===== src/tac_regs.vh =====
// register map, field positions, defaults and timing constants
`ifndef TAC_REGS_VH
`define TAC_REGS_VH

// serial command word layout
`define TAC_CMD_READ_BIT 15
`define TAC_CMD_PAGE_MSB 14
`define TAC_CMD_PAGE_LSB 11
`define TAC_CMD_ADDR_MSB 10
`define TAC_CMD_ADDR_LSB 5
`define TAC_WORD_BITS 16

// pages and register offsets
`define TAC_PAGE_TOUCH 4'h1
`define TAC_PAGE_AUDIO 4'h2
`define TAC_ADDR_SOFT_RESET 6'h04
`define TAC_ADDR_TOUCH_TIMING 6'h05
`define TAC_ADDR_AUDIO_PATH 6'h00

// reset values and the reset-all magic word
`define TAC_SOFT_RESET_DEF 16'hffff
`define TAC_TOUCH_TIMING_DEF 16'h0000
`define TAC_AUDIO_PATH_DEF 16'h0000
`define TAC_RESET_MAGIC 16'hbb00

// touch timing fields
`define TAC_PRE_MSB 5
`define TAC_PRE_LSB 3
`define TAC_SENSE_MSB 2
`define TAC_SENSE_LSB 0

// audio path fields
`define TAC_HPF_MSB 15
`define TAC_HPF_LSB 14
`define TAC_INSEL_MSB 13
`define TAC_INSEL_LSB 12
`define TAC_SERIAL_WORD_LENGTH_MSB 11
`define TAC_SERIAL_WORD_LENGTH_LSB 10
`define TAC_FMT_MSB 9
`define TAC_FMT_LSB 8
`define TAC_PLAY_MSB 5
`define TAC_PLAY_LSB 3
`define TAC_REC_MSB 2
`define TAC_REC_LSB 0

// clock rate and the microsecond tick derived from it
`define TAC_CLK_HZ 100000000
`define TAC_US_PER_SEC 1000000
`define TAC_TICK_CYCLES (`TAC_CLK_HZ / `TAC_US_PER_SEC)

// precharge intervals in microseconds
`define TAC_PRE0_US 12'd20
`define TAC_PRE1_US 12'd84
`define TAC_PRE2_US 12'd276
`define TAC_PRE3_US 12'd340
`define TAC_PRE4_US 12'd1044
`define TAC_PRE5_US 12'd1108
`define TAC_PRE6_US 12'd1300
`define TAC_PRE7_US 12'd1364

// sense intervals in microseconds
`define TAC_SENSE0_US 12'd32
`define TAC_SENSE1_US 12'd96
`define TAC_SENSE2_US 12'd544
`define TAC_SENSE3_US 12'd608
`define TAC_SENSE4_US 12'd2080
`define TAC_SENSE5_US 12'd2144
`define TAC_SENSE6_US 12'd2592
`define TAC_SENSE7_US 12'd2656

// sample-rate divisors, in half steps (divide by n/2)
`define TAC_DIV0_HALF 5'd2
`define TAC_DIV1_HALF 5'd3
`define TAC_DIV2_HALF 5'd4
`define TAC_DIV3_HALF 5'd6
`define TAC_DIV4_HALF 5'd8
`define TAC_DIV5_HALF 5'd10
`define TAC_DIV6_HALF 5'd11
`define TAC_DIV7_HALF 5'd12
`define TAC_HALF_STEP 5'd2

// serial word lengths
`define TAC_WLEN16 6'd16
`define TAC_WLEN20 6'd20
`define TAC_WLEN24 6'd24
`define TAC_WLEN32 6'd32

`endif


===== src/tac_config_regs.v =====
// touch timing and audio path configuration registers behind a serial port
`timescale 1ns/100ps
`include "tac_regs.vh"
module tac_config_regs
#(
    parameter TICK_CYCLES = `TAC_TICK_CYCLES
)
(
    input wire clk,
    input wire rst_n,
    input wire ce,
    input wire sclk,
    input wire ss_n,
    input wire mosi,
    output reg miso,
    output reg miso_oe,
    input wire touch_seq_start,
    output reg precharge_active,
    output reg sense_active,
    output reg touch_seq_done,
    input wire base_fs_tick,
    output reg playback_fs_tick,
    output reg record_fs_tick,
    output reg record_hpf_enable,
    output reg [1:0] record_hpf_corner,
    output reg record_in_mic,
    output reg record_in_aux,
    output reg record_in_diff,
    output reg [5:0] serial_word_length,
    output reg [3:0] serial_frame_format
);
    localparam ST_IDLE = 3'b001;
    localparam ST_PRE = 3'b010;
    localparam ST_SENSE = 3'b100;
    localparam [15:0] TOUCH_DEF = `TAC_TOUCH_TIMING_DEF;
    localparam [15:0] AUDIO_DEF = `TAC_AUDIO_PATH_DEF;

    // registers as stored; reserved positions are not stored at all
    reg [15:0] reset_all_word;
    reg [5:0] touch_timing;
    reg [7:0] audio_hi;
    reg [5:0] audio_lo;
    reg soft_clr;

    // serial port state
    reg sclk_q;
    reg [5:0] bit_cnt;
    reg [15:0] rx_shift;
    reg [15:0] cmd;
    reg cmd_done;
    reg [15:0] tx_shift;

    // touch sequencer
    reg [2:0] seq_state;
    reg [2:0] next_seq_state;
    reg tmr_load;
    reg [11:0] tmr_us;
    wire tmr_done;
    wire play_tick;
    wire rec_tick;

    wire sclk_rise;
    wire sclk_fall;
    wire [15:0] rx_word;
    wire [3:0] cmd_page;
    wire [5:0] cmd_addr;
    wire word_end;
    wire wr_strobe;
    wire [15:0] touch_rd;
    wire [15:0] audio_rd;
    wire [2:0] pre_sel;
    wire [2:0] sense_sel;
    reg [15:0] rd_data;

    assign sclk_rise = sclk & ~sclk_q;
    assign sclk_fall = ~sclk & sclk_q;
    assign rx_word = {rx_shift[14:0], mosi};
    assign cmd_page = cmd[`TAC_CMD_PAGE_MSB:`TAC_CMD_PAGE_LSB];
    assign cmd_addr = cmd[`TAC_CMD_ADDR_MSB:`TAC_CMD_ADDR_LSB];
    assign word_end = ~ss_n & sclk_rise
        & (bit_cnt[3:0] == 4'hf) & (bit_cnt[5:4] != 2'b10);
    assign wr_strobe = word_end & cmd_done & ~cmd[`TAC_CMD_READ_BIT];
    assign pre_sel = touch_timing[`TAC_PRE_MSB:`TAC_PRE_LSB];
    assign sense_sel = touch_timing[`TAC_SENSE_MSB:`TAC_SENSE_LSB];

    // reserved bits are padded back in as zero on read
    assign touch_rd = {10'h000, touch_timing};
    assign audio_rd = {audio_hi, 2'b00, audio_lo};

    always @*
    begin
        rd_data = 16'h0000;
        if (cmd_page == `TAC_PAGE_TOUCH)
        begin
            if (cmd_addr == `TAC_ADDR_SOFT_RESET)
                rd_data = reset_all_word;
            else if (cmd_addr == `TAC_ADDR_TOUCH_TIMING)
                rd_data = touch_rd;
        end
        else if (cmd_page == `TAC_PAGE_AUDIO)
        begin
            if (cmd_addr == `TAC_ADDR_AUDIO_PATH)
                rd_data = audio_rd;
        end
    end

    // serial port: mode 0, msb first, command word then data word;
    // sclk is sampled by clk, so it must run below a quarter of clk
    always @(posedge clk or negedge rst_n)
    begin
        if (!rst_n)
        begin
            sclk_q <= 1'b0;
            bit_cnt <= 6'h00;
            rx_shift <= 16'h0000;
            cmd <= 16'h0000;
            cmd_done <= 1'b0;
            tx_shift <= 16'h0000;
            miso <= 1'b0;
            miso_oe <= 1'b0;
        end
        else if (ce)
        begin
            sclk_q <= sclk;
            if (ss_n)
            begin
                bit_cnt <= 6'h00;
                cmd_done <= 1'b0;
                miso_oe <= 1'b0;
                miso <= 1'b0;
            end
            else
            begin
                if (sclk_rise && bit_cnt != 6'h20)
                begin
                    rx_shift <= rx_word;
                    bit_cnt <= bit_cnt + 6'h01;
                    if (bit_cnt == 6'h0f)
                    begin
                        cmd <= rx_word;
                        cmd_done <= 1'b1;
                    end
                end
                if (cmd_done && cmd[`TAC_CMD_READ_BIT] && bit_cnt == 6'h10
                    && sclk_q)
                begin
                    // load while sclk is still high after the command word;
                    // the shift at the next fall wins, so bit 15 goes first
                    tx_shift <= rd_data;
                end
                if (sclk_fall && cmd_done && cmd[`TAC_CMD_READ_BIT]
                    && bit_cnt != 6'h20)
                begin
                    miso_oe <= 1'b1;
                    miso <= tx_shift[15];
                    tx_shift <= {tx_shift[14:0], 1'b0};
                end
            end
        end
    end

    // register writes; the magic word restores every default at once
    always @(posedge clk or negedge rst_n)
    begin
        if (!rst_n)
        begin
            reset_all_word <= `TAC_SOFT_RESET_DEF;
            touch_timing <= TOUCH_DEF[5:0];
            audio_hi <= AUDIO_DEF[15:8];
            audio_lo <= AUDIO_DEF[5:0];
            soft_clr <= 1'b0;
        end
        else if (ce)
        begin
            soft_clr <= 1'b0;
            if (wr_strobe && cmd_page == `TAC_PAGE_TOUCH
                && cmd_addr == `TAC_ADDR_SOFT_RESET)
            begin
                if (rx_word == `TAC_RESET_MAGIC)
                begin
                    reset_all_word <= `TAC_SOFT_RESET_DEF;
                    touch_timing <= TOUCH_DEF[5:0];
                    audio_hi <= AUDIO_DEF[15:8];
                    audio_lo <= AUDIO_DEF[5:0];
                    soft_clr <= 1'b1;
                end
                else
                    reset_all_word <= rx_word;
            end
            else if (wr_strobe && cmd_page == `TAC_PAGE_TOUCH
                && cmd_addr == `TAC_ADDR_TOUCH_TIMING)
                touch_timing <= rx_word[5:0];
            else if (wr_strobe && cmd_page == `TAC_PAGE_AUDIO
                && cmd_addr == `TAC_ADDR_AUDIO_PATH)
            begin
                audio_hi <= rx_word[15:8];
                audio_lo <= rx_word[5:0];
            end
        end
    end

    // interval lookups in microseconds
    function [11:0] pre_us;
        input [2:0] sel;
        begin
            case (sel)
                3'h0: pre_us = `TAC_PRE0_US;
                3'h1: pre_us = `TAC_PRE1_US;
                3'h2: pre_us = `TAC_PRE2_US;
                3'h3: pre_us = `TAC_PRE3_US;
                3'h4: pre_us = `TAC_PRE4_US;
                3'h5: pre_us = `TAC_PRE5_US;
                3'h6: pre_us = `TAC_PRE6_US;
                default: pre_us = `TAC_PRE7_US;
            endcase
        end
    endfunction

    function [11:0] sense_us;
        input [2:0] sel;
        begin
            case (sel)
                3'h0: sense_us = `TAC_SENSE0_US;
                3'h1: sense_us = `TAC_SENSE1_US;
                3'h2: sense_us = `TAC_SENSE2_US;
                3'h3: sense_us = `TAC_SENSE3_US;
                3'h4: sense_us = `TAC_SENSE4_US;
                3'h5: sense_us = `TAC_SENSE5_US;
                3'h6: sense_us = `TAC_SENSE6_US;
                default: sense_us = `TAC_SENSE7_US;
            endcase
        end
    endfunction

    // touch sequencer: precharge interval, then sense wait
    always @*
    begin
        next_seq_state = seq_state;
        tmr_load = 1'b0;
        tmr_us = 12'h000;
        case (seq_state)
            ST_IDLE:
            begin
                if (touch_seq_start)
                begin
                    tmr_load = 1'b1;
                    tmr_us = pre_us(pre_sel);
                    next_seq_state = ST_PRE;
                end
            end
            ST_PRE:
            begin
                if (tmr_done)
                begin
                    tmr_load = 1'b1;
                    tmr_us = sense_us(sense_sel);
                    next_seq_state = ST_SENSE;
                end
            end
            ST_SENSE:
            begin
                if (tmr_done)
                    next_seq_state = ST_IDLE;
            end
            default:
                next_seq_state = ST_IDLE;
        endcase
    end

    always @(posedge clk or negedge rst_n)
    begin
        if (!rst_n)
        begin
            seq_state <= ST_IDLE;
            precharge_active <= 1'b0;
            sense_active <= 1'b0;
            touch_seq_done <= 1'b0;
        end
        else if (ce)
        begin
            if (soft_clr)
            begin
                seq_state <= ST_IDLE;
                precharge_active <= 1'b0;
                sense_active <= 1'b0;
                touch_seq_done <= 1'b0;
            end
            else
            begin
                seq_state <= next_seq_state;
                precharge_active <= (next_seq_state == ST_PRE);
                sense_active <= (next_seq_state == ST_SENSE);
                touch_seq_done <= (seq_state == ST_SENSE) & tmr_done;
            end
        end
    end

    tac_interval_timer
    #(
        .TICK_CYCLES(TICK_CYCLES)
    )
    u_timer
    (
        .clk(clk),
        .rst_n(rst_n),
        .ce(ce),
        .clr(soft_clr),
        .load(tmr_load),
        .load_us(tmr_us),
        .busy(),
        .done(tmr_done)
    );

    tac_rate_div u_play_div
    (
        .clk(clk),
        .rst_n(rst_n),
        .ce(ce),
        .clr(soft_clr),
        .base_tick(base_fs_tick),
        .sel(audio_lo[`TAC_PLAY_MSB:`TAC_PLAY_LSB]),
        .fs_tick(play_tick)
    );

    tac_rate_div u_rec_div
    (
        .clk(clk),
        .rst_n(rst_n),
        .ce(ce),
        .clr(soft_clr),
        .base_tick(base_fs_tick),
        .sel(audio_lo[`TAC_REC_MSB:`TAC_REC_LSB]),
        .fs_tick(rec_tick)
    );

    // decoded audio controls, registered so every output is a flop
    always @(posedge clk or negedge rst_n)
    begin
        if (!rst_n)
        begin
            playback_fs_tick <= 1'b0;
            record_fs_tick <= 1'b0;
            record_hpf_enable <= 1'b0;
            record_hpf_corner <= 2'b00;
            record_in_mic <= 1'b1;
            record_in_aux <= 1'b0;
            record_in_diff <= 1'b0;
            serial_word_length <= `TAC_WLEN16;
            serial_frame_format <= 4'h1;
        end
        else if (ce)
        begin
            playback_fs_tick <= play_tick;
            record_fs_tick <= rec_tick;
            // any corner code 1..3 also enables the record high-pass filter
            record_hpf_enable <= |audio_hi[7:6];
            record_hpf_corner <= audio_hi[7:6];
            record_in_mic <= (audio_hi[5:4] == 2'b00);
            record_in_aux <= (audio_hi[5:4] == 2'b01);
            record_in_diff <= audio_hi[5];
            case (audio_hi[3:2])
                2'b00: serial_word_length <= `TAC_WLEN16;
                2'b01: serial_word_length <= `TAC_WLEN20;
                2'b10: serial_word_length <= `TAC_WLEN24;
                default: serial_word_length <= `TAC_WLEN32;
            endcase
            // one-hot: bit0 i2s, bit1 dsp, bit2 right, bit3 left
            case (audio_hi[1:0])
                2'b00: serial_frame_format <= 4'h1;
                2'b01: serial_frame_format <= 4'h2;
                2'b10: serial_frame_format <= 4'h4;
                default: serial_frame_format <= 4'h8;
            endcase
        end
    end
endmodule


===== src/tac_interval_timer.v =====
// microsecond interval timer with a load strobe and a done pulse
`timescale 1ns/100ps
`include "tac_regs.vh"
module tac_interval_timer
#(
    parameter TICK_CYCLES = `TAC_TICK_CYCLES
)
(
    input wire clk,
    input wire rst_n,
    input wire ce,
    input wire clr,
    input wire load,
    input wire [11:0] load_us,
    output reg busy,
    output reg done
);
    reg [15:0] presc;
    reg [11:0] remain;
    wire tick;

    assign tick = (presc == TICK_CYCLES[15:0] - 16'h0001);

    always @(posedge clk or negedge rst_n)
    begin
        if (!rst_n)
        begin
            presc <= 16'h0000;
            remain <= 12'h000;
            busy <= 1'b0;
            done <= 1'b0;
        end
        else if (ce)
        begin
            done <= 1'b0;
            if (clr)
            begin
                presc <= 16'h0000;
                remain <= 12'h000;
                busy <= 1'b0;
            end
            else if (load)
            begin
                // prescaler restarts so the interval is never short
                presc <= 16'h0000;
                remain <= load_us;
                busy <= 1'b1;
            end
            else if (busy)
            begin
                presc <= tick ? 16'h0000 : presc + 16'h0001;
                if (tick)
                begin
                    remain <= remain - 12'h001;
                    if (remain == 12'h001)
                    begin
                        busy <= 1'b0;
                        done <= 1'b1;
                    end
                end
            end
        end
    end
endmodule


===== src/tac_rate_div.v =====
// fractional sample-rate divider working in half steps of the base rate
`timescale 1ns/100ps
`include "tac_regs.vh"
module tac_rate_div
(
    input wire clk,
    input wire rst_n,
    input wire ce,
    input wire clr,
    input wire base_tick,
    input wire [2:0] sel,
    output reg fs_tick
);
    reg [4:0] acc;
    reg [4:0] thr;
    wire [4:0] sum;

    assign sum = acc + `TAC_HALF_STEP;

    always @*
    begin
        case (sel)
            3'h0: thr = `TAC_DIV0_HALF;
            3'h1: thr = `TAC_DIV1_HALF;
            3'h2: thr = `TAC_DIV2_HALF;
            3'h3: thr = `TAC_DIV3_HALF;
            3'h4: thr = `TAC_DIV4_HALF;
            3'h5: thr = `TAC_DIV5_HALF;
            3'h6: thr = `TAC_DIV6_HALF;
            default: thr = `TAC_DIV7_HALF;
        endcase
    end

    always @(posedge clk or negedge rst_n)
    begin
        if (!rst_n)
        begin
            acc <= 5'h00;
            fs_tick <= 1'b0;
        end
        else if (ce)
        begin
            fs_tick <= 1'b0;
            if (clr)
                acc <= 5'h00;
            else if (base_tick)
            begin
                // carrying the remainder spreads odd half-steps evenly
                if (sum >= thr)
                begin
                    acc <= sum - thr;
                    fs_tick <= 1'b1;
                end
                else
                    acc <= sum;
            end
        end
    end
endmodule


===== config.mk =====
export PLATFORM = sky130hd
export DESIGN_NAME = tac_config_regs
export DESIGN_NICKNAME = d
export VERILOG_FILES = /design/src/tac_config_regs.v /design/src/tac_interval_timer.v /design/src/tac_rate_div.v
export VERILOG_INCLUDE_DIRS = /design/src
export SDC_FILE = /design/constraint.sdc
export NUM_CORES = 1
export LEC_CHECK = 0
export ABC_CLOCK_PERIOD_IN_PS = 2400
export BUFFER_PORTS_ARGS = -buffer_cell sky130_fd_sc_hd__buf_2
export CAP_MARGIN = 30
export CELL_PAD_IN_SITES_DETAIL_PLACEMENT = 2
export CELL_PAD_IN_SITES_GLOBAL_PLACEMENT = 2
export CORE_MARGIN = 8
export CORE_UTILIZATION = 37
export CTS_CLUSTER_SIZE = 14
export DETAILED_ROUTE_END_ITERATION = 6
export GPL_ROUTABILITY_DRIVEN = 0
export HOLD_SLACK_MARGIN = 0.03
export PLACE_DENSITY = 0.76
export SYNTH_ARGS = -nofsm -noshare
export SYNTH_HDL_FRONTEND = slang
export SYNTH_HIERARCHICAL = 1
export SYNTH_SLANG_ARGS = --single-unit

===== constraint.sdc =====
create_clock -name clk -period 2.4 [get_ports clk]
set_input_delay 0.48 -clock clk [delete_from_list [all_inputs] [get_ports clk]]
set_output_delay 0.48 -clock clk [all_outputs]
set_load 0.02 [all_outputs]

Word level (Yosys, flattened, before mapping)
Cells that the tools add are included.

Add/subtract/negate cells: 7. Multiply operators: 0. Divide/modulo/power cells: 0. $lt $le $gt $ge: 2. Equal/unequal tests: 48. Shift operators: 0. Mux-type cells: 79. Bitwise operators: 12. Reduce and logical (&&, ||, !) cells: 42.

Operators with widths (number): 16-bit 2-to-1 mux (11); 12-bit case mux with 7 select lines (1); 11-bit case mux with 7 select lines (1); 12-bit 2-to-1 mux (5); 4-bit case mux with 7 select lines (2); 6-bit 2-to-1 mux (9); 3-bit equality test, second input constant (14); 8-bit 2-to-1 mux (4); 3-bit by 2-bit equality test with 1-bit output, second input constant (10); 1-bit 2-to-1 mux (30); 5-bit 2-to-1 mux (6); 12-bit case mux with 2 select lines (1); 6-bit case mux with 3 select lines (1); 16-bit by 1-bit adder with 16-bit output, second input constant (1); 16-bit equality test, second input constant (1); 16-bit by 7-bit equality test with 1-bit output, second input constant (1); 3-bit by 1-bit equality test with 1-bit output, second input constant (5); 3-bit AND reduction (5); 2-bit nonzero test (7); 12-bit by 1-bit equality test with 1-bit output, second input constant (1); 6-bit by 3-bit equality test with 1-bit output, second input constant (2); 1-bit logical AND (12); 3-bit logical NOT (4); 3-bit 2-to-1 mux (4); 27 further kinds (52).

Register bits after elaboration: 160. Latch bits: 0. Bits in writable memories: 0. Bits in read-only memories: 0. Input bits: 8. Output and inout port bits: 23. Word-level logic and storage cells: 224. Memories: 0.

Depth between registers and ports, before layout
Gate-level depths: netlist (run 1).

Depth after elaboration: 12. Depth in mapped cells: 10. Mapped depth without buffers: 10.

Hierarchy
The synthesis (run 1) kept the hierarchy.

Modules (own cells, without submodules): tac_config_regs (times used 1, cells each 516, area each 5499.0 um^2, sequential area each 2802.7 um^2); tac_interval_timer (times used 1, cells each 214, area each 1880.6 um^2, sequential area each 750.7 um^2); tac_rate_div (times used 2, cells each 65, area each 580.6 um^2, sequential area each 150.1 um^2).

Worst setup path after synthesis (run 1)
Ideal clock, no wire load.

Path kind: register -> register. Start point: register seq_state[0]. End point: register u_timer.presc[15]. Setup time: 77 ps. Data arrival time: 2487 ps. Data required time: 2323 ps. Path slack: -165 ps. Cell stages (with the launch flop): 9. Buffers on the path: 2. Clock period less this slack: 2565 ps. Path through: dfstp_2 clkbuf_1 nand3b_1 o22ai_1 o311ai_1 or2_1 clkbuf_1 or4_1 a21oi_1.

Cells in the longest elaborated chain, start to end: 4. Elaborated cells on any way between the ends: 7. Classes of those cells: eq/ne: 2; mux: 3; reduce/logical: 2.

RTL lines: start: declaration (RTL line tac_config_regs.v:54) `reg [2:0] seq_state;`; start signal: assignment (RTL line tac_config_regs.v:290) `seq_state <= next_seq_state;`; 3-bit by 2-bit equality test with 1-bit output or 3-bit by 1-bit equality test with 1-bit output (tied branches); 1-bit case mux with 2 select lines * (RTL line tac_config_regs.v:241) `case (seq_state)`; via tmr_load (RTL line tac_config_regs.v:56) `reg tmr_load;`; 3-bit nonzero test (no source line) or 16-bit 2-to-1 mux (tied branches); 2-bit AND reduction (no source line) or 16-bit 2-to-1 mux (tied branches); end signal: assignment (RTL line tac_interval_timer.v:51) `presc <= tick ? 16'h0000 : presc + 16'h0001;`; end: declaration (RTL line tac_interval_timer.v:18) `reg [15:0] presc;`.

The timed path passes the listed nets; every way through them passes the cells marked *. A chain may end at the register's enable or synchronous reset.

Worst setup path in the final report (run 1)
Start point: register audio_lo[3]. End point: register u_play_div.acc[1].

Cells in the longest elaborated chain, start to end: 6. Elaborated cells on any way between the ends: 13. Classes of those cells: add/sub: 1; order compare: 1; eq/ne: 6; mux: 4; reduce/logical: 1.

RTL lines: start: declaration (RTL line tac_config_regs.v:42) `reg [5:0] audio_lo;`; start signal: assignment (RTL line tac_config_regs.v:170) `audio_lo <= AUDIO_DEF[5:0];`; start signal: assignment (RTL line tac_config_regs.v:184) `audio_lo <= AUDIO_DEF[5:0];`; start signal: assignment (RTL line tac_config_regs.v:197) `audio_lo <= rx_word[5:0];`; 3-bit equality test (tied with other cells) (RTL line tac_rate_div.v:22) `case (sel)`; 4-bit case mux with 7 select lines * (RTL line tac_rate_div.v:22); 5-bit by 4-bit subtractor with 5-bit output or 5-bit by 4-bit >= comparator with 1-bit output (tied branches) (RTL line tac_rate_div.v:51, tac_rate_div.v:49); 5-bit 2-to-1 mux * (RTL line tac_rate_div.v:49) `if (sum >= thr)`; 5-bit 2-to-1 mux * (RTL line tac_rate_div.v:46) `else if (base_tick)`; 5-bit 2-to-1 mux * (RTL line tac_rate_div.v:44) `if (clr)`; end signal: assignment (RTL line tac_rate_div.v:51) `acc <= sum - thr;`; end signal: assignment (RTL line tac_rate_div.v:55) `acc <= sum;`; end: declaration (RTL line tac_rate_div.v:14) `reg [4:0] acc;`.

Mark *: on every way between the ends. The rest lies on a longest branch, timed or not. The select of a mux whose other input is x is not followed.

==> metrics.txt, run 1 <==
status complete, but fails checks; failing checks negative setup slack; final hold slack 0.3778 ns; I/O Buffers 28; final core utilization 45.10%; CP Class flop to flop; Min-Delay Path Class input pin to flop; setup TNS after final layout -0.0002645 ns; hold path cells 2; Die Footprint 28200 sq um; CP arrival 2.72 ns; GRT Total Usage around 20%; Max Root-Sink Buffers 2; DR iter-0 viols 418; synthesized flop and latch total about 150; Worst setup SP type flop; Max-slew headroom 55.85%; min Tclk post-route 2.400 ns; Synth Cell Area 8541 sq um; Via Count 7259; DP Worst Slack -0.07382 ns; Root Driver clkbuf_16; core area 22640 sq um; fin worst setup slack -0.0002645 ns; Rows 55; Starting Density 37.72%; measured slew at the worst slew-check pin about 0.66 ns; pwr dens 851.5 nW/um^2; Final Hold Fails 0; H-tree levels 4; CP endpoint kind flop; initial antenna violation count 0; Ys Warns 6; post-route cell area 10210 sq um; area grow syn2layout 19.56%; routed length per instance 22.45 microns; Slew Limit Fails 0; post-synth cell types 83; Worst Reg-to-Reg Cells 10; Num CTS Buffers 17; Top Metal Used met4; final setup vio count 1; layout cells sized above 1 28.95%; Synth async-reset ratio 100.0%; clk_skew around 0.017 ns; drt first pass iters 5; global-route wire length before repair about 45000 microns; met2 WL 13660 microns; CTS tree built; VDD IR max between 0.3 and 0.4 mV; Cells after Synth 860; ys flop type dfrtp_1; final WL 27730 microns; Detail Route Antenna Nets 0; Antenna diodes 0; Worst-Skew Late Latency 0.44 ns; syn_area_per_cell 9.931 sq um; total grt overflow 0; met3 routed WL 523 microns; M1 WL 12950 microns; sequential cell area fraction in the yosys report 45.12%; Clock Sinks between 150 and 200; IO Count 31; CP Max Fanout 4; RSZ-0062 raised after global routing yes; Max Clk Rate 0.4166 GHz; clock-pin slew on the worst setup and hold paths 0.08 ns; # Max-Cap Violations 0; die span in x 167.9 microns; dpl hpwl 18840 microns; Post-synth EDFFs 0; Post-DP Area 9435 sq um; DRC violations left 0; final net count 962; leakage 4.438 nW; period utilisation layout 100.0%; largest net degree at the start of global routing between 50 and 60; vias per std cell between 5 and 6; WP data required 2.72 ns; height of the die 167.9 microns; via count of the first global-routing pass 7967
==> cells in the final DEF, fill, tap and decap left out, types with 9 or more instances in the layout <==
| master | synthesis | final |
|---|---|---|
| dfrtp_1 | 133 | 128 |
| nand2_1 | 76 | 76 |
| buf_4 | 3 | 65 |
| inv_1 | 55 | 53 |
| mux2_2 | 50 | 50 |
| nand3_1 | 42 | 42 |
| a21oi_1 | 39 | 35 |
| o21ai_0 | 35 | 33 |
| nor2_1 | 33 | 32 |
| buf_2 | 7 | 27 |
| dfstp_2 | 20 | 20 |
| nor3_1 | 18 | 17 |
| clkbuf_16 | 0 | 17 |
| nand2b_1 | 20 | 16 |
| a31oi_1 | 16 | 16 |
| o221ai_1 | 15 | 15 |
| ha_1 | 15 | 13 |
| nor2b_1 | 14 | 11 |
| nand4_1 | 10 | 10 |
| a211oi_1 | 10 | 10 |
| nor4_1 | 10 | 9 |
| o211ai_1 | 9 | 9 |
| a31o_2 | 9 | 9 |
==> state kept, by name (all words and copies together) (netlist names), 2 cells and up <==
signal	count
u_play_div/acc	5
u_timer/presc	16
touch_timing	6
reset_all_word	16
u_rec_div/acc	5
audio_hi	8
seq_state	3
cmd	11
u_timer/remain	12
audio_lo	6
serial_word_length	4
tx_shift	16
rx_shift	15
serial_frame_format	4
bit_cnt	6
record_hpf_corner	2
==> worst max-delay path: stages (launching register included) <==
cell	delay, ns
dfrtp_2	0.44
nand2b_4	0.17
nand3_1	0.11
o21ai_2	0.08
ha_1	0.29
nor2b_2	0.18
o31ai_2	0.22
buf_4	0.20
and2_4	0.14
o21ai_0	0.08
a311o_2	0.39
==> layer usage <==
metal / vias up / global-route usage, %
met5: - / 0
met4: 0 / 6.250
met3: 36 / 3.391
met2: 96 / 33.43
met1: 3791 / 25.77
li1: 3336 / -
==> path summary, 6_finish.rpt <==
path / start / endpoint / slack, ns
hold / removal: sclk / sclk_q$_DFFE_PN0P_ / 0.38
min in group asynchronous: rst_n / serial_word_length[2]$_DFFE_PN0P_ / 0.55
hold reg to reg: tx_shift[4]$_DFFE_PN0P_ / tx_shift[4]$_DFFE_PN0P_ / 0.50
setup reg to reg: audio_lo[3]$_DFFE_PN0P_ / u_play_div/acc[1]$_DFFE_PN0P_ / -0.0003
max in group asynchronous: rst_n / seq_state[0]$_DFFE_PN1P_ / 1.10
setup / recovery: audio_lo[3]$_DFFE_PN0P_ / u_play_div/acc[1]$_DFFE_PN0P_ / -0.0003
==> synth_stat cells, types with 16 or more instances <==
| library cell | number | area [sq um] |
|---|---|---|
| a21oi_1 | 39 | 195.2 |
| a31oi_1 | 16 | 100.1 |
| clkbuf_1 | 33 | 123.9 |
| dfrtp_1 | 133 | 3328 |
| dfstp_2 | 20 | 525.5 |
| inv_1 | 55 | 206.5 |
| mux2_2 | 50 | 563.0 |
| nand2_1 | 76 | 285.3 |
| nand2b_1 | 20 | 125.1 |
| nand3_1 | 42 | 210.2 |
| nor2_1 | 33 | 123.9 |
| nor3_1 | 18 | 90.09 |
| o21ai_0 | 35 | 175.2 |
==> logic make-up (layout without fill, tap and decap cells) <==
logic type               after synthesis  in the layout  share of synthesized area [%]
AND/OR/NAND/NOR                      294            294                          19.13
AO/OA/AOI/OAI                        222            222                          19.07
flip-flops                           153            153                          45.12
buffers and inverters                101            186                          4.937
multiplexers                          60             60                          7.794
adder cells (fa/ha/maj)               17             17                          2.666
XOR/XNOR                              12             12                          1.231
other                                  1              6                        0.04391
==> report_power, final <==
| part | internal, mW | total [mW] | switching (mW) |
|---|---|---|---|
| logic | 1.27 | 2.77 | 1.50 |
| registers | 2.87 | 3.22 | 0.349 |
| clock network | 1.39 | 2.70 | 1.31 |
==> per-stage QoR <==
step,std cells,total power [mW]
after global placement,1198,5.625
after CTS,1233,8.515
after floorplan,865,4.781
final,1235,8.695
after detailed placement,1198,5.721
after global routing,1235,9.128
==> layout make-up <==
class                   count  area (sq um)
clock inverters            15         156.4
well taps                 285         356.6
flip-flops and latches    153          3860
repair buffers             99         744.5
fillers                  2346         12430
multi-input cells         611          4462
clock buffers              17         425.4
inverters                  55         206.4
==> repair_timing <==
item / in CTS / in global routing
pin swaps: 1 / 9
hold buffers: 1 / 0
buffers inserted: 2 / 2
hold endpoints to repair: 41 / 0
gates resized for setup: 7 / 30
endpoints found under the setup margin: 5 / 26
Note: power is estimated with default switching activity, not from simulation.
==> run 2: changes to the inputs <==
Settings changed: RECOVER_POWER set to 100.
==> run 2 against run 1 <==
Effect of this change: the flow now finishes without violations; utilization about the same; clock power is essentially flat; worst setup slack better by 0.0096 ns; clock skew decreased by 0.0014 ns; total power about the same; fmax increased by 0.40%.
==> metrics.txt, run 2 (synthesized netlist as in run 1, its figures left out) <==
Detail Route Antenna Nets 0 (unchanged); final net count 962 (unchanged); commonest non-fill, non-tap cell in the layout dfrtp_1; Root Driver clkbuf_16; CP endpoint kind flop; area grow syn2layout 19.43%; DRC violations left 0 (unchanged); Flop pwr share 37.1% (about the same); dpl hpwl 18840 microns (unchanged); DR iter-0 viols 441 (+5.5%); clock group share of total power 31.1% (about the same); routed length per instance 22.50 microns (+0.22%); IO Count 31 (unchanged); Max Clk Rate 0.4183 GHz (+0.40%); global-route wire length before repair 44950 microns (unchanged); final WL 27790 microns (+0.22%); height of the die 167.9 microns (unchanged); Sw Share 36.39% (about the same); GRT Total Usage 19.92% (unchanged); Clock Sinks 153 (unchanged); Rows 55 (unchanged); core area 22640 sq um (unchanged); VDD IR max 0.3343 mV (+0.69%); most frequent cells in the layout dfrtp_1, nand2_1, buf_4; min Tclk post-route 2.391 ns (-0.009566 ns); Worst setup SP type flop; I/O Buffers 28 (unchanged); Die Footprint 28200 sq um (unchanged); RSZ-0062 raised after global routing yes; Comb pwr share 31.9% (about the same); largest net degree at the start of global routing 58 (unchanged); Antenna diodes 0 (unchanged); leakage 4.430 nW (-0.19%); status finished, final reports clean; Starting Density 37.72% (unchanged); Min-Delay Path Class input pin to flop; post-route cell area 10200 sq um (-0.11%); CTS tree built; CP Max Fanout 4 (unchanged); # Max-Cap Violations 0 (unchanged); CP Class flop to flop; H-tree levels 4 (unchanged); CP arrival 2.72 ns (about the same); Slew Limit Fails 0 (unchanged); Worst-Skew Late Latency 0.44 ns (about the same); total grt overflow 0 (unchanged); fillers 2348 (+0.085%); Psw 3.165 mW (about the same); clk_skew 0.01533 ns (-0.001415 ns); WP data required 2.72 ns (about the same); top flop regs reset_all_word: 16 flops, tx_shift: 16 flops, u_timer/presc: 16 flops; vias per std cell 5.872 (about the same); Int Pwr 5.531 mW (about the same); Final Hold Fails 0 (unchanged); Max-slew headroom 13.97% (-42 points); pwr dens 852.6 nW/um^2 (+0.12%); Via Count 7252 (-0.096%); Post-DP Area 9435 sq um (unchanged); clock-pin slew on the worst setup and hold paths 0.08 ns (about the same); setup TNS after final layout 0 ns (+0.0002645 ns); period utilisation layout 99.61% (-0.40 points); Max Root-Sink Buffers 2 (unchanged); measured slew at the worst slew-check pin 1.290 ns (+0.6295 ns); drt first pass iters 5 (unchanged); layout cells sized above 1 28.74% (-0.21 points); via count of the first global-routing pass 7967 (unchanged); power consumption 8.696 mW (about the same); die span in x 167.9 microns (unchanged); final setup vio count 0 (-1); initial antenna violation count 0 (unchanged); Num CTS Buffers 17 (unchanged)
[run 2: power groups by stage]
| stage | clock network [mW] | logic (mW) | registers (mW) |
|---|---|---|---|
| 2_1_floorplan | 0 | 1.58 | 3.20 |
| 3_5_place_dp | 0 | 2.48 | 3.25 |
| 6_report | 2.70 | 2.77 | 3.22 |
| 4_1_cts | 2.76 | 2.54 | 3.21 |
| 5_1_grt | 2.86 | 3.01 | 3.26 |
| 3_3_place_gp | 0 | 2.39 | 3.24 |
[run 2: worst paths after layout]
kind | startpoint | to | slack (ns) | cells past startpoint
min in group asynchronous | rst_n | serial_word_length[2]$_DFFE_PN0P_ | 0.86 | 2
setup / recovery | audio_lo[3]$_DFFE_PN0P_ | u_play_div/acc[1]$_DFFE_PN0P_ | 0.009 | 10
max in group asynchronous | rst_n | seq_state[0]$_DFFE_PN1P_ | 0.54 | 3
hold / removal | sclk | sclk_q$_DFFE_PN0P_ | 0.37 | 2
hold reg to reg | tx_shift[1]$_DFFE_PN0P_ | tx_shift[1]$_DFFE_PN0P_ | 0.50 | 1
setup reg to reg | audio_lo[3]$_DFFE_PN0P_ | u_play_div/acc[1]$_DFFE_PN0P_ | 0.009 | 10
[run 2: layer usage]
metal	vias to the layer above	share of wire, %	GRT usage (%)
met2	91	49	33.43
li1	3334	-	-
met3	37	1.7	3.391
met1	3790	47	25.77
met5	-	0	0
met4	0	2.2	6.250
[run 2: stage by stage]
| step | hold slack [ns] | worst slack, ns | util, % | instances |
|---|---|---|---|---|
| floorplan | 0.1844 | 0.01716 | - | 865 |
| global placement | 0.4558 | 0.08076 | 41.67 | 1198 |
| detailed placement | 0.4637 | -0.07382 | 41.67 | 1198 |
| CTS | 0.3630 | 0.004465 | 44.40 | 1233 |
| global route | 0.3781 | -0.09367 | 45.05 | 1235 |
| finish | 0.3747 | 0.009301 | 45.05 | 1235 |
[run 2: worst max-delay path, cell delays in order, from the launching register on]
cell	delay, ns
dfrtp_2	0.44
nand2b_4	0.17
nand3_1	0.11
o21ai_2	0.08
ha_1	0.29
nor2b_2	0.18
o31ai_2	0.22
buf_4	0.20
and2_4	0.14
o21ai_0	0.08
a311o_2	0.39
[run 2: repair_timing]
action / 4_1_cts / 5_1_grt
pin swaps: 1 / 9
endpoints found under the hold margin: 41 / 0
setup buffers: 2 / 2
hold buffers: 1 / 0
endpoints found under the setup margin: 5 / 26
gates resized for setup: 7 / 30
cloned: 0 / 0
[run 2: final cells by class]
cell class                      instances  area [sq um]  share of cell area [%]
Tap cell                              285         356.6                   3.496
Multi-Input combinational cell        611          4462                   43.74
Sequential cell                       153          3860                   37.84
Inverter                               55         206.4                   2.024
Clock inverter                         15         156.4                   1.533
Clock buffer                           17         425.4                   4.171
Timing Repair Buffer                   99         733.2                   7.188
==> run 3: changes to the inputs <==
Settings changed: CORE_ASPECT_RATIO set to 0.7.
==> run 3 against run 2 <==
Effect of this change: the flow now finishes with violations (negative setup slack); critical path depth down 2; register-to-register slack got worse by 0.02 ns; utilization up 0.071 points; combinational power increased by 6%; wire length grew 4.1%; total power is 1.6% higher; die area is 0.28% higher.
==> metrics.txt, run 3 (synthesized netlist as in run 1, its figures left out) <==
die span in x 197.6 microns (+18%); I/O Buffers 28 (unchanged); Rows 46 (-16%); Min-Delay Path Class input pin to flop; total grt overflow 0 (unchanged); DP Worst Slack -0.1148 ns (-0.04098 ns); DRC violations left 0 (unchanged); setup TNS after final layout -0.02211 ns (-0.02211 ns); area grow syn2layout 19.81%; top flop regs reset_all_word: 16 flops, tx_shift: 16 flops, u_timer/presc: 16 flops; dpl cells 1226 (+2.3%); min Tclk post-route 2.411 ns (+0.02030 ns); # Max-Cap Violations 0 (unchanged); WP data required 2.73 ns (about the same); CP arrival 2.74 ns (+0.02 ns); height of the die 143.1 microns (-15%); CTS tree built; Clock Sinks 153 (unchanged); final WL 28940 microns (+4.1%); initial antenna violation count 0 (unchanged); GRT Total Usage 20.97% (+1.1 points); layout cells sized above 1 26.75% (-2.0 points); dpl hpwl 19820 microns (+5.2%); CP Max Fanout 6 (+2); CP Class flop to flop; Antenna diodes 0 (unchanged); Detail Route Antenna Nets 0 (unchanged); Die Footprint 28280 sq um (+0.28%); vias per std cell 5.826 (-0.79%); Max-slew headroom 28.14% (+14 points); RSZ-0062 raised after global routing yes; Worst setup SP type flop; pwr dens 863.7 nW/um^2 (+1.3%); measured slew at the worst slew-check pin 1.078 ns (-0.2125 ns); Worst-Skew Late Latency 0.44 ns (about the same); CP endpoint kind flop; VDD IR max 0.5677 mV (+70%); Num CTS Buffers 17 (unchanged); final hold slack 0.3416 ns (-0.03313 ns); status complete, but fails checks; Most Crowded Layer GR met2; routed length per instance 22.80 microns (+1.3%); final setup vio count 3 (+3); commonest non-fill, non-tap cell in the layout dfrtp_1; final net count 969 (+0.73%); most frequent cells in the layout dfrtp_1, nand2_1, buf_4; final core utilization 45.12% (+0.071 points); Max Root-Sink Buffers 2 (unchanged); Max Clk Rate 0.4148 GHz (-0.84%); fin worst setup slack -0.01100 ns (-0.02030 ns); met1 Usage GRT 30.00% (+4.2 points); Root Driver clkbuf_16; GR met3 Demand/Resource 3.362% (-0.029 points); clock-pin slew on the worst setup and hold paths 0.07 ns (about the same); IO Count 31 (unchanged); via count of the first global-routing pass 7990 (+0.29%); core area 22680 sq um (+0.16%); H-tree levels 4 (unchanged); Via Count 7393 (+1.9%); Slew Limit Fails 0 (unchanged); global-route wire length before repair 46690 microns (+3.9%); met2 GRT Util 32.07% (-1.4 points); failing checks negative setup slack; clk_skew 0.01471 ns (-0.0006175 ns); period utilisation layout 100.5% (+0.85 points); leakage 4.387 nW (-0.97%); Final Non-Filler Cells 1269 (+2.8%); Starting Density 37.66% (-0.060 points); largest net degree at the start of global routing 65 (+12%); drt first pass iters 4 (-1); DR iter-0 viols 473 (+7.3%); Final Hold Fails 0 (unchanged)
-- run 3: worst max-delay path, stage by stage, from the launching register on --
cell and delay (ns):
dfrtp_2 0.46, inv_4 0.07, o21ai_0 0.40, ha_4 0.30, a41o_1 0.24, a21oi_4 0.22
nand2_4 0.10, mux2_1 0.33, a22o_1 0.18
-- run 3: layout make-up --
class | count | area, sq um
Fill cell | 2427 | 12440
Clock inverter | 14 | 137.6
Tap cell | 312 | 390.4
Multi-Input combinational cell | 611 | 4484
Inverter | 55 | 209.0
Sequential cell | 153 | 3856
Timing Repair Buffer | 106 | 725.7
Clock buffer | 18 | 429.2
-- run 3: power by group --
| group | internal (mW) | leakage [nW] | switching (mW) | total (mW) |
|---|---|---|---|---|
| Clock | 1.46 | 0.278 | 1.23 | 2.69 |
| Combinational | 1.32 | 2.27 | 1.61 | 2.93 |
| Sequential | 2.88 | 1.84 | 0.341 | 3.22 |
| Total | 5.65 | 4.39 | 3.19 | 8.84 |
-- run 3: through the flow --
stage          power [mW]  cell area (sq um)
2_1_floorplan       4.781               8567
3_3_place_gp        5.629               9477
3_5_place_dp        5.775               9477
4_1_cts             8.593              10110
5_1_grt             9.273              10230
6_report            8.838              10230
-- run 3: repair_timing --
item | 4_1_cts | 5_1_grt
endpoints found under the hold margin | 32 | 0
setup endpoints to repair | 7 | 12
hold buffers | 1 | 0
buffers inserted | 2 | 8
gates resized for setup | 11 | 29
pin swaps | 1 | 12
-- run 3: final timing paths --
kind                       cells past startpoint               startpoint  slack (ns)                            to
max                                            8  audio_lo[2]$_DFFE_PN0P_       -0.01  u_rec_div/acc[2]$_DFFE_PN0P_
min                                            3                     mosi        0.34   touch_timing[0]$_DFFE_PN0P_
max reg2reg                                    8  audio_lo[2]$_DFFE_PN0P_       -0.01  u_rec_div/acc[2]$_DFFE_PN0P_
min reg2reg                                    1  tx_shift[2]$_DFFE_PN0P_        0.50       tx_shift[2]$_DFFE_PN0P_
max in group asynchronous                      3                    rst_n        0.31      u_timer/done$_DFFE_PN0P_
min in group asynchronous                      2                    rst_n        0.76  u_rec_div/acc[4]$_DFFE_PN0P_
-- run 3: metal layers --
layer  up-vias  share of wire (%)
met5         -                  0
met4         0                1.3
met3        25                3.1
met2       102                 46
met1      3918                 50
li1       3348                  -
